===== config.mk =====
export PLATFORM = sky130hd
export DESIGN_NAME = thrf_flow
export DESIGN_NICKNAME = d
export VERILOG_FILES = /design/src/hw/thrf_pkg.sv /design/src/hw/thrf_flow.sv
export VERILOG_INCLUDE_DIRS = /design/src /design/src/hw
export SDC_FILE = /design/constraint.sdc
export NUM_CORES = 2
export LEC_CHECK = 0
export ABC_AREA = 0
export ABC_CLOCK_PERIOD_IN_PS = 33700
export BUFFER_PORTS_ARGS = -buffer_cell sky130_fd_sc_hd__buf_2
export CELL_PAD_IN_SITES_DETAIL_PLACEMENT = 2
export CELL_PAD_IN_SITES_GLOBAL_PLACEMENT = 2
export CORE_MARGIN = 1.5
export CORE_UTILIZATION = 25
export DETAILED_ROUTE_END_ITERATION = 10
export GPL_TIMING_DRIVEN = 0
export PLACE_DENSITY = 0.45
export SLEW_MARGIN = 10
export SYNTH_ARGS = -nofsm -noshare
export SYNTH_HDL_FRONTEND = slang
export SYNTH_SLANG_ARGS = --single-unit

===== constraint.sdc =====
create_clock -name clock_i -period 33.7 [get_ports clock_i]
set_clock_uncertainty 0.2 [all_clocks]
set_input_delay 6.74 -clock clock_i [delete_from_list [all_inputs] [get_ports clock_i]]
set_output_delay 6.74 -clock clock_i [all_outputs]
set_load 0.1 [all_outputs]

===== src/hw/thrf_consts.svh =====
`ifndef THRF_CONSTS_SVH
`define THRF_CONSTS_SVH
`define THRF_NCOL      4
`define THRF_CW        2
`define THRF_IDW       8
`define THRF_ROWS      256
`define THRF_DELAY     31
`define THRF_LANES     4
`define THRF_LBITS     8
`define THRF_LAST_BIT  3'h7
`define THRF_HDR_DATA  2'h1
`define THRF_HDR_CTRL  2'h2
`define THRF_IDLE_PAY  28'h0000000
`define THRF_ID_ONE    8'h01
`define THRF_ID_STEP   9'h001
`define THRF_FIFO_DEP  2
`endif


===== src/hw/thrf_pkg.sv =====
package thrf_pkg;
   typedef enum logic [1:0] {
      K_IDLE = 2'b00,
      K_HEAD = 2'b01,
      K_DATA = 2'b10,
      K_TAIL = 2'b11
   } thrf_kind_t;
   typedef struct packed {
      thrf_kind_t  kind;
      logic [27:0] pay;
   } thrf_word_t;
   typedef struct packed {
      logic        valid;
      logic        last;
      logic        none;
      logic [5:0]  row;
      logic [3:0]  map;
      logic [15:0] charge_duration_value;
   } thrf_hit_t;
   typedef struct packed {
      logic [7:0]  id;
      logic        last;
      thrf_word_t  w;
   } thrf_bob_t;
   typedef enum logic [2:0] {
      B_IDLE = 3'b000,
      B_HEAD = 3'b001,
      B_BODY = 3'b010,
      B_TAIL = 3'b011,
      B_FREE = 3'b100
   } thrf_bst_t;
endpackage : thrf_pkg


===== src/hw/thrf_flow.sv =====
`timescale 1ns/1ps
`include "thrf_consts.svh"

// ----------------------------------------
// Two-entry buffer
// ----------------------------------------
module thrf_fifo #(
   parameter int W     = 8,
   parameter int DEPTH = `THRF_FIFO_DEP
) (
   input  wire logic         clock_i,
   input  wire logic         rst_i,
   input  wire logic         in_valid_i,
   output logic              in_ready_o,
   input  wire logic [W-1:0] in_data_i,
   output logic              out_valid_o,
   input  wire logic         out_ready_i,
   output logic [W-1:0]      out_data_o
);
   localparam int AW = $clog2(DEPTH);
   localparam int CW = AW + 1;
   logic [W-1:0]  mem_q [DEPTH];
   logic [AW-1:0] wp_q;
   logic [AW-1:0] rp_q;
   logic [CW-1:0] cnt_q;
   logic          push;
   logic          pop;

   assign in_ready_o  = cnt_q != CW'(DEPTH);
   assign out_valid_o = cnt_q != '0;
   assign out_data_o  = mem_q[rp_q];
   assign push        = in_valid_i & in_ready_o;
   assign pop         = out_valid_o & out_ready_i;

   always_ff @(posedge clock_i) begin
      if (push) begin
         mem_q[wp_q] <= in_data_i;
      end
   end

   always_ff @(posedge clock_i or posedge rst_i) begin
      if (rst_i) begin
         wp_q  <= '0;
         rp_q  <= '0;
         cnt_q <= '0;
      end else begin
         if (push) begin
            wp_q <= (wp_q == AW'(DEPTH - 1)) ? '0 : wp_q + AW'(1);
         end
         if (pop) begin
            rp_q <= (rp_q == AW'(DEPTH - 1)) ? '0 : rp_q + AW'(1);
         end
         cnt_q <= cnt_q + CW'(push) - CW'(pop);
      end
   end
endmodule : thrf_fifo

module thrf_flow (
   input  wire logic                                 clock_i,
   input  wire logic                                 rst_i,
   input  wire logic                                 trig_i,
   input  wire logic [`THRF_IDW-1:0]                 trig_tag_i,
   input  thrf_pkg::thrf_hit_t [`THRF_NCOL-1:0]      mx_hit_i,
   output logic [`THRF_NCOL-1:0]                     mx_req_o,
   output logic [`THRF_NCOL-1:0][`THRF_IDW-1:0]      mx_id_o,
   output logic                                      mx_trig_o,
   output logic [`THRF_IDW-1:0]                      mx_trig_id_o,
   output logic                                      trig_skip_o,
   output logic [`THRF_LANES-1:0]                    lane_o
);
   import thrf_pkg::*;

   localparam int NC    = `THRF_NCOL;
   localparam int LB    = `THRF_LBITS;
   localparam int DLY_A = `THRF_DELAY;

   // ----------------------------------------
   // Trigger table and release delay
   // ----------------------------------------
   logic [`THRF_IDW-1:0]   tag_q  [`THRF_ROWS];
   logic [`THRF_ROWS-1:0]  used_q;
   logic [`THRF_IDW-1:0]   wp_q;
   // Spare top bit tells a full id ring from an empty one
   logic [`THRF_IDW:0]     rel_q;
   logic [`THRF_IDW:0]     bld_q;
   logic [`THRF_DELAY-1:0] dly_q;
   logic                   trig_ok;
   thrf_bst_t              st_q;

   assign trig_ok = trig_i & ~used_q[wp_q];

   always_ff @(posedge clock_i) begin
      if (trig_ok) begin
         tag_q[wp_q] <= trig_tag_i;
      end
   end

   always_ff @(posedge clock_i or posedge rst_i) begin
      if (rst_i) begin
         used_q       <= '0;
         wp_q         <= '0;
         mx_trig_o    <= 1'b0;
         mx_trig_id_o <= '0;
         trig_skip_o  <= 1'b0;
      end else begin
         if (st_q == B_FREE) begin
            used_q[bld_q[`THRF_IDW-1:0]] <= 1'b0;
         end
         if (trig_ok) begin
            used_q[wp_q] <= 1'b1;
            wp_q         <= wp_q + `THRF_ID_ONE;
         end
         mx_trig_o    <= trig_ok;
         mx_trig_id_o <= wp_q;
         trig_skip_o  <= trig_i & used_q[wp_q];
      end
   end

   always_ff @(posedge clock_i or posedge rst_i) begin
      if (rst_i) begin
         dly_q <= '0;
         rel_q <= '0;
      end else begin
         dly_q <= {dly_q[`THRF_DELAY-2:0], trig_ok};
         if (dly_q[`THRF_DELAY-1]) begin
            rel_q <= rel_q + `THRF_ID_STEP;
         end
      end
   end

   trig_store_a: assert property (@(posedge clock_i) disable iff (rst_i)
      trig_ok |=> mx_trig_o && mx_trig_id_o == $past(wp_q) && tag_q[$past(wp_q)] == $past(trig_tag_i))
      else $error("trigger tag not stored");
   fixed_delay_a: assert property (@(posedge clock_i) disable iff (rst_i)
      mx_trig_o |-> ##DLY_A (rel_q != $past(rel_q)))
      else $error("release not at fixed delay");

   // ----------------------------------------
   // Core columns
   // ----------------------------------------
   logic [NC-1:0]  req_q;
   logic [NC-1:0]  enc_v_q;
   logic [NC-1:0]  hm;
   logic [NC-1:0]  done;
   logic [NC-1:0]  pop;
   logic [NC-1:0]  bob_v;
   logic [NC-1:0]  bob_rdy;
   thrf_bob_t      enc_q [NC];
   thrf_bob_t      bob_o [NC];
   logic           ev_rdy;
   logic [`THRF_CW-1:0] sel;

   assign mx_req_o = req_q;

   for (genvar c = 0; c < NC; c++) begin : g_col
      logic [`THRF_IDW:0]   cptr_q;
      logic [`THRF_IDW:0]   cptr_d;
      logic                 take;
      logic                 push;
      logic                 enc_v_d;
      logic                 req_c_q;
      logic                 enc_v_c_q;
      thrf_bob_t            enc_c_q;
      thrf_hit_t            h;

      assign mx_id_o[c] = cptr_q[`THRF_IDW-1:0];
      assign req_q[c]   = req_c_q;
      assign enc_v_q[c] = enc_v_c_q;
      assign enc_q[c]   = enc_c_q;
      assign h          = mx_hit_i[c];
      assign take       = req_q[c] & h.valid;
      assign push       = enc_v_q[c] & bob_rdy[c];

      always_comb begin
         enc_v_d = enc_v_q[c];
         if (take & ~h.none) begin
            enc_v_d = 1'b1;
         end else if (push) begin
            enc_v_d = 1'b0;
         end
         cptr_d = cptr_q;
         if (take & (h.last | h.none)) begin
            cptr_d = cptr_q + `THRF_ID_STEP;
         end
      end

      always_ff @(posedge clock_i or posedge rst_i) begin
         if (rst_i) begin
            cptr_q    <= '0;
            req_c_q   <= 1'b0;
            enc_v_c_q <= 1'b0;
            enc_c_q   <= '0;
         end else begin
            cptr_q    <= cptr_d;
            req_c_q   <= (cptr_d != rel_q) & ~enc_v_d;
            enc_v_c_q <= enc_v_d;
            if (take & ~h.none) begin
               enc_c_q <= '{id: cptr_q[`THRF_IDW-1:0], last: h.last, w: '{kind: K_DATA,
                              pay: {`THRF_CW'(c), h.row, h.map, h.charge_duration_value & {{4{h.map[3]}}, {4{h.map[2]}},
                                    {4{h.map[1]}}, {4{h.map[0]}}}}}};
            end
         end
      end

      thrf_fifo #(.W($bits(thrf_bob_t))) u_bob (
         .clock_i     (clock_i),
         .rst_i       (rst_i),
         .in_valid_i  (enc_v_q[c]),
         .in_ready_o  (bob_rdy[c]),
         .in_data_i   (enc_q[c]),
         .out_valid_o (bob_v[c]),
         .out_ready_i (pop[c]),
         .out_data_o  (bob_o[c])
      );

      assign hm[c]   = bob_v[c] & (bob_o[c].id == bld_q[`THRF_IDW-1:0]);
      assign done[c] = ~hm[c] & ~(enc_v_q[c] & (enc_q[c].id == bld_q[`THRF_IDW-1:0]))
                       & (cptr_q != bld_q);
      assign pop[c]  = (st_q == B_BODY) & (sel == `THRF_CW'(c)) & hm[c] & ev_rdy;

      col_pause_a: assert property (@(posedge clock_i) disable iff (rst_i)
         (enc_v_q[c] && !bob_rdy[c]) |=> !req_q[c] && enc_v_q[c] && $stable(enc_q[c]))
         else $error("column fetches with full stage");
      col_head_a: assert property (@(posedge clock_i) disable iff (rst_i)
         pop[c] |-> bob_o[c].id == bld_q[`THRF_IDW-1:0] && st_q == B_BODY)
         else $error("column word for wrong trigger");
   end

   // ----------------------------------------
   // Event builder
   // ----------------------------------------
   logic       any;
   logic       ev_v;
   thrf_word_t ev_w;

   always_comb begin
      sel = '0;
      any = 1'b0;
      for (int i = NC - 1; i >= 0; i--) begin
         if (hm[i]) begin
            sel = `THRF_CW'(i);
            any = 1'b1;
         end
      end
   end

   always_comb begin
      ev_v = 1'b0;
      ev_w = '{kind: K_IDLE, pay: `THRF_IDLE_PAY};
      case (st_q)
         B_HEAD: begin
            ev_v = 1'b1;
            ev_w = '{kind: K_HEAD, pay: 28'(tag_q[bld_q[`THRF_IDW-1:0]])};
         end
         B_BODY: begin
            ev_v = any;
            ev_w = bob_o[sel].w;
         end
         B_TAIL: begin
            ev_v = 1'b1;
            ev_w = '{kind: K_TAIL, pay: 28'(tag_q[bld_q[`THRF_IDW-1:0]])};
         end
         default: begin
            ev_v = 1'b0;
         end
      endcase
   end

   always_ff @(posedge clock_i or posedge rst_i) begin
      if (rst_i) begin
         st_q  <= B_IDLE;
         bld_q <= '0;
      end else begin
         case (st_q)
            B_IDLE: begin
               if (bld_q != rel_q) begin
                  st_q <= B_HEAD;
               end
            end
            B_HEAD: begin
               if (ev_rdy) begin
                  st_q <= B_BODY;
               end
            end
            B_BODY: begin
               if (&done) begin
                  st_q <= B_TAIL;
               end
            end
            B_TAIL: begin
               if (ev_rdy) begin
                  st_q <= B_FREE;
               end
            end
            B_FREE: begin
               bld_q <= bld_q + `THRF_ID_STEP;
               st_q  <= B_IDLE;
            end
            default: begin
               st_q <= B_IDLE;
            end
         endcase
      end
   end

   start_order_a: assert property (@(posedge clock_i) disable iff (rst_i)
      (st_q == B_IDLE && bld_q != rel_q) |=> st_q == B_HEAD ##1 (st_q == B_HEAD || st_q == B_BODY))
      else $error("pending trigger not started");
   tag_free_a: assert property (@(posedge clock_i) disable iff (rst_i)
      st_q == B_FREE |=> !used_q[$past(bld_q[`THRF_IDW-1:0])] && bld_q == $past(bld_q) + `THRF_ID_STEP)
      else $error("tag row not freed");
   stall_full_a: assert property (@(posedge clock_i) disable iff (rst_i)
      !ev_rdy |-> pop == '0 ##1 (($past(st_q) != B_HEAD && $past(st_q) != B_TAIL) || $stable(st_q)))
      else $error("builder advanced into full buffer");

   // ----------------------------------------
   // Event buffer and line encoder
   // ----------------------------------------
   logic                          eo_v;
   logic                          eo_pop;
   thrf_word_t                    eo_w;
   logic [2:0]                    bc_q;
   logic [`THRF_LANES*LB-1:0]     sh_q;
   logic [`THRF_LANES*LB-1:0]     frame;

   assign eo_pop = bc_q == `THRF_LAST_BIT;

   thrf_fifo #(.W($bits(thrf_word_t))) u_evb (
      .clock_i     (clock_i),
      .rst_i       (rst_i),
      .in_valid_i  (ev_v),
      .in_ready_o  (ev_rdy),
      .in_data_i   (ev_w),
      .out_valid_o (eo_v),
      .out_ready_i (eo_pop),
      .out_data_o  (eo_w)
   );

   always_comb begin
      frame = {`THRF_HDR_CTRL, K_IDLE, `THRF_IDLE_PAY};
      if (eo_v) begin
         frame = {(eo_w.kind == K_DATA) ? `THRF_HDR_DATA : `THRF_HDR_CTRL, eo_w};
      end
   end

   always_ff @(posedge clock_i or posedge rst_i) begin
      if (rst_i) begin
         bc_q   <= '0;
         sh_q   <= '0;
         lane_o <= '0;
      end else begin
         bc_q <= bc_q + 3'h1;
         for (int l = 0; l < `THRF_LANES; l++) begin
            lane_o[l] <= sh_q[l*LB + LB - 1];
            if (eo_pop) begin
               sh_q[l*LB +: LB] <= frame[l*LB +: LB];
            end else begin
               sh_q[l*LB +: LB] <= {sh_q[l*LB +: LB-1], 1'b0};
            end
         end
      end
   end

   idle_fill_a: assert property (@(posedge clock_i) disable iff (rst_i)
      (eo_pop && !eo_v) |=> sh_q == {`THRF_HDR_CTRL, K_IDLE, `THRF_IDLE_PAY} ##1 lane_o == 4'h8)
      else $error("idle frame not sent");
endmodule : thrf_flow


# Yosys cells after proc, flatten, opt, wreduce, memory -nomap -nowiden
# Memory sizes are Yosys's and may differ from the RTL's.
# Index checks and enable logic that the tools add are counted.
[op_classes] bitwise=85 addsub=28 n_eq_ne=35 magnitude_cmp=5 mux=66 reduce_logical=12
[op_table] op="256-bit two-way mux" n=2
[op_table] op="256-bit AND" n=1
[op_table] op="256-bit inverter" n=1
[op_table] op="256-bit bitwise OR" n=1
[op_table] op="30-bit case mux with 3 select lines" n=1
[op_table] op="9-bit inequality test" n=9
[op_table] op="39-bit binary-select mux with 2-bit select" n=1
[op_table] op="16-bit AND" n=4
[op_table] op="8-bit equality test" n=8
[op_table] op="30-bit two-way mux" n=2
[op_table] op="1-bit AND" n=56
[op_table] op="9-bit by 1-bit adder with 9-bit output (second input constant)" n=6
[op_table] op="1-bit two-way mux" n=37
[op_table] op="9-bit two-way mux" n=4
[op_table] op="32-bit two-way mux" n=1
[op_table] op="8-bit two-way mux" n=4
[op_table] op="8-bit by 9-bit < comparator with 1-bit output (second input constant)" n=2
[op_table] op="1-bit inverter" n=17
[op_table] op="1-bit demux with 8-bit select" n=2
[op_table] op="8-bit by 1-bit greater-or-equal comparator with 1-bit output (second input constant)" n=2
[op_table] op="2-bit inequality test (second input constant)" n=8
[op_table] op="3-bit two-way mux" n=4
[op_table] op="3-bit case mux with 4 select lines" n=1
[op_table] op="1-bit adder (second input constant)" n=10
[op_table] op="other kinds (22)" n=47
[word_totals] n_memories=6 register_bits=576 input_bits=127 ram_bits=2404 elab_cells=292
[mem_list] name="tag_q" depth=256 word_bits=8 read_ports=1 rd_clocked_by_memory_dff=0 write_ports=1 line_no="thrf_flow.sv:80" rtl="logic [`THRF_IDW-1:0] tag_q [`THRF_ROWS];"
[mem_list] name="g_col[3].u_bob.mem_q" depth=2 word_bits=38 read_ports=1 rd_clocked_by_memory_dff=0 write_ports=1 line_no="thrf_flow.sv:22" rtl="logic [W-1:0] mem_q [DEPTH];"
[mem_list] name="g_col[1].u_bob.mem_q" depth=2 word_bits=37 read_ports=1 rd_clocked_by_memory_dff=0 write_ports=1 line_no="thrf_flow.sv:22"
[mem_list] name="g_col[2].u_bob.mem_q" depth=2 word_bits=37 read_ports=1 rd_clocked_by_memory_dff=0 write_ports=1 line_no="thrf_flow.sv:22"
[mem_list] name="g_col[0].u_bob.mem_q" depth=2 word_bits=36 read_ports=1 rd_clocked_by_memory_dff=0 write_ports=1 line_no="thrf_flow.sv:22"
[mem_list] name="u_evb.mem_q" depth=2 word_bits=30 read_ports=1 rd_clocked_by_memory_dff=0 write_ports=1 line_no="thrf_flow.sv:22"

# Logic depth before layout (Yosys ltp)
# An unclocked memory read counts as a cell.
[depth] ltp_word=13 depth_mapped=15

# Hierarchy
# A second synthesis with hierarchy kept.
[hier_totals] hier_cells=6632 hier_area_um2=119251.9
[by_module_without_submodules] mod="thrf_flow" seq_area_each_um2=75312.2 area_per_inst_um2=104778.0 cells_each=5940 instances=1
[by_module_without_submodules] mod="thrf_fifo (g_col[0].u_bob ...)" seq_area_each_um2=2442.3 area_per_inst_um2=3024.2 cells_each=144 instances=4
[by_module_without_submodules] mod="thrf_fifo (u_evb)" seq_area_each_um2=1901.8 area_per_inst_um2=2377.3 cells_each=116 instances=1

# Worst setup path after synthesis
# No wires, ideal clock.
[synth_timing] path_type="input to register" start="input port trig_i" end="memory tag_q[143][0] (netlist bit) (enable)" path_buffers=1 arrival_ps=8119 cell_stages=5 setup_slack_ps=25010 path_cell_list="inv_1 -> nor3_1 -> clkbuf_1 -> nand2_1 -> nor2_1"
[synth_via] elab_chain_len=3
[synth_rtl] element="start, declared" line_no="thrf_flow.sv:61" rtl="input wire logic trig_i,"
[synth_rtl] element="1-bit AND" line_no="thrf_flow.sv:90" rtl="assign trig_ok = trig_i & ~used_q[wp_q];"
[synth_rtl] element="1-bit two-way mux" line_no="thrf_flow.sv:93" rtl="if (trig_ok) begin"
[synth_rtl] element="1-bit two-way mux (implied by the code)" line_no="thrf_flow.sv:94" rtl="tag_q[wp_q] <= trig_tag_i;"
[synth_rtl] element="end, declared" line_no="thrf_flow.sv:80"
# Every way passes these cells.

# Final worst setup path
[layout_timing] start="input port trig_i" end="memory tag_q[248][0] (netlist bit) (enable)"
# The elaborated chain is that of the path after synthesis.

==> run_results.csv <==
group,metric,value,unit
clocking,cts_tree,"done",
sta,setup_viol,0,
worst_hold_path,hold_class,"reg2reg",
power_and_ir_drop,pwr-share-comb,21.7,%
place,hpwl,393200,um
clocking,ctsHoldBuffers,0,
final_layout,fin_area,140300,um^2
clocking,cts-resized-gates,0,
global_route,grt_pass1_wl,721700,um
logic_synthesis,synth.top_cell.area_share,60.98,%
logic_synthesis,syn-instance-count,6572,
die,die_h,688.9,um
logic_synthesis,synth_area,117600,um^2
power_and_ir_drop,power_density,73.76,nW/um^2
job,cap_violations,1,
clocking,root_buffer,"clkbuf_16",
setup_path,worstPathArrival,10.51,ns
run_status,violations,"capacitance limit, slew limit",
logic_synthesis,ys_ff_latch,2956,
global_route,grt_pass1_vias,73040,
setup_path,required,34.05,ns
sta,drv_slew,2,
sta,fin_crit,10.16,ns
final_layout,syn_to_final_growth,19.31,%
place,placed_cells,13050,
logic_synthesis,syn_avg_cell_area,17.89,um^2
setup_path,critPathMaxStageDelay,1.23,ns
final_layout,drive_above_1_share,23.90,%
run_status,status,"finished, violations left",
setup_path,worst_path_max_delay_cell,"nor2_1",
logic_synthesis,netlist_top_cells_count,"2388 x edfxtp_1, 619 x o21ai_0, 577 x mux4_2, 568 x dfrtp_1, 321 x nor2_1",
final_layout,final_nets,7361,
clocking,clk_latency,0.99,ns
die,ios,177,
power_and_ir_drop,seqPwrFrac,41.8,%
power_and_ir_drop,power.switching,0.003257,W
logic_synthesis,async_flop_share,19.22,%
sta,worstMarginPinSlew,1.545,ns
power_and_ir_drop,cell_internal_pwr,0.007092,W
route,drtAntennaViolNets,0,
logic_synthesis,ys_types,79,
power_and_ir_drop,irDropWorstVdd,0.04780,mV
setup_path,crit_type,"in2reg",
clocking,cts_buffers,350,
power_and_ir_drop,p_leak,45.16,nW
sta,fmax,0.09843,GHz
place,dpl-instance-area,129100,um^2
logic_synthesis,synth_edf_count,2388,
setup_path,cp_max_fo,10,
sta,setup_tns,0,ns
logic_synthesis,ys_warn_count,0,
setup_path,crit_buf_inv,3,
route,wl,552400,um
place,numPortBuffers,176,
setup_path,cp_top_family,"simple AND/OR/NAND/NOR gates",
power_and_ir_drop,clkPwrFrac,36.5,%
sta,relSlewSlack,-3.014,%
clocking,clk_pin_slew_worst_paths,0.06,ns
die,fp.dieArea,474500,um^2
setup_path,end_kind,"register",
sta,hold_violations,0,
setup_path,ff2ff_setup_slack,25.48,ns
logic_synthesis,synth_most_common_cell,"edfxtp_1",
route,avgRoutedWirePerCell,40.24,um
global_route,overflow,0,
clocking,h-tree-depth,5,
die,start_util,25.13,%
power_and_ir_drop,switching_share,31.47,%
route,drc,0,
final_layout,fin_cells,13730,
route,routed_via_density,5.090,
setup_path,crit_chain,"buf_2 -> inv_1 -> nor2_1 -> clkbuf_1 -> nand2_1 -> nor2_1",
route,vias,69880,
route,firstDrtPassIters,5,
final_layout,postLayoutCoreUtil,29.98,%
die,core-area,467900,um^2
logic_synthesis,synth_nets,6724,
setup_path,critPathLaunchType,"input port",
global_route,antenna_found_initial,88,
place,gp_congestion,0.8574,
logic_synthesis,synth-main-ff-cell,"edfxtp_1",
route,first_iter_violations,8225,
clocking,cts_buffer_depth,4,
global_route,grt_use_total,22.94,%
clocking,post-cts-setup-buffers,0,
sta,period_share,30.15,%
logic_synthesis,synth_top_cells_by_area,"edfxtp_1 61%, dfrtp_1 12%, mux4_2 11%",
global_route,grt_max_degree,130,
logic_synthesis,yosys.area.top_type,"edfxtp_1",
die,rows,251,
die,chipWidth,688.9,um
setup_path,cp_common_cell,"nor2_1",
sta,rsz0062_at_grt,"false",
clocking,clock_sinks,2956,
logic_synthesis,seq_area_frac_synth,73.06,%
per-layer routing:
metal / track usage, % / vias up / wire length [um]
li1: - / 27350 / -
met1: 31.06 / 39490 / 238200
met2: 38.35 / 2438 / 266400
met3: 3.040 / 603 / 29410
met4: 6.863 / 2 / 18470
met5: 0 / - / 7
per-stage QoR:
step	power [W]	hold slack, ns	worst slack [ns]
6_report	0.01035	0.1420	23.54
5_1_grt	0.01066	0.1563	23.52
4_1_cts	0.01048	0.1463	23.67
3_5_place_dp	0.006683	0.1358	22.64
3_3_place_gp	0.006625	0.1320	1.192
2_1_floorplan	0.005532	0.1312	10.87
registers in the layout (all words and copies together) (netlist names), 8 cells and up:
| name | flops |
|---|---|
| g_col.cptr_q | 36 |
| used_q | 256 |
| bld_q | 9 |
| g_col.u_bob.mem_q | 280 |
| rel_q | 9 |
| enc_q | 140 |
| u_evb.mem_q | 60 |
| tag_q | 2048 |
| g_col.u_bob.cnt_q | 8 |
| wp_q | 8 |
| sh_q | 32 |
| dly_q | 31 |
| mx_trig_id_o | 8 |
power groups by stage:
stage,combinational [W],clock [W],sequential [W]
final,0.00225,0.00378,0.00433
after global placement,0.00221,0,0.00441
after global routing,0.00233,0.00399,0.00435
after CTS,0.00229,0.00386,0.00433
after detailed placement,0.00228,0,0.00440
after floorplan,0.00117,0,0.00436
cell families (layout without fill, tap and decap cells):
family	Yosys count	after routing	synth area share [%]
flops	2956	2956	73.06
compound gates	1041	1041	5.221
mux	968	968	14.50
simple gates	869	869	3.290
buf+inv	492	1423	2.013
xor+xnor	221	221	1.646
fa+ha+maj	25	25	0.2660
other cells	0	28	0
path summary, 6_finish.rpt:
path / depth (start not counted) / from / end
setup / recovery: 6 / trig_i / tag_q[248][0]
hold / removal: 0 / dly_q[10] / dly_q[11]
setup reg to reg: 12 / bld_q[3] / u_evb.mem_q[0][5]
hold reg to reg: 0 / dly_q[10] / dly_q[11]
max in group asynchronous: 4 / rst_i / used_q[201]
min in group asynchronous: 2 / rst_i / g_col[2].cptr_q[7]
layout by cell type (no fill, tap or decap), types with 17 or more instances in the layout:
cell type and count:
nand2_2 32, clkbuf_8 17, a211oi_1 17, clkbuf_2 70
clkinv_1 77, mux2i_1 280, buf_1 22, a21oi_1 82
mux4_2 577, xnor2_1 157, inv_1 59, o21ai_0 618
nor2b_1 19, a31oi_1 31, and2_1 28, edfxtp_1 2388
buf_12 54, and3_1 29, nand4_1 36, clkbuf_1 247
nor2_1 293, dfrtp_1 568, nand3_1 61, xor2_1 64
ha_1 25, o22ai_1 27, buf_4 70, buf_2 261
diode_2 28, buf_8 19, clkinv_2 57, nor2_2 22
a22oi_1 154, bufinv_16 22, a221oi_1 25, clkbuf_16 353
nand2_1 271, buf_16 45, mux2_2 110
cell type report:
class	count	area [um^2]
antenna	28	70.07
buffer	427	2241
clock buffer	462	9413
clock inverter	184	1722
fill	47460	327600
inverter	65	251.5
multi-input combinational	3124	29540
sequential	2956	85920
tap	6198	7755
timing repair buffer	285	3387
No activity file was read; power rests on OpenSTA's default activity.
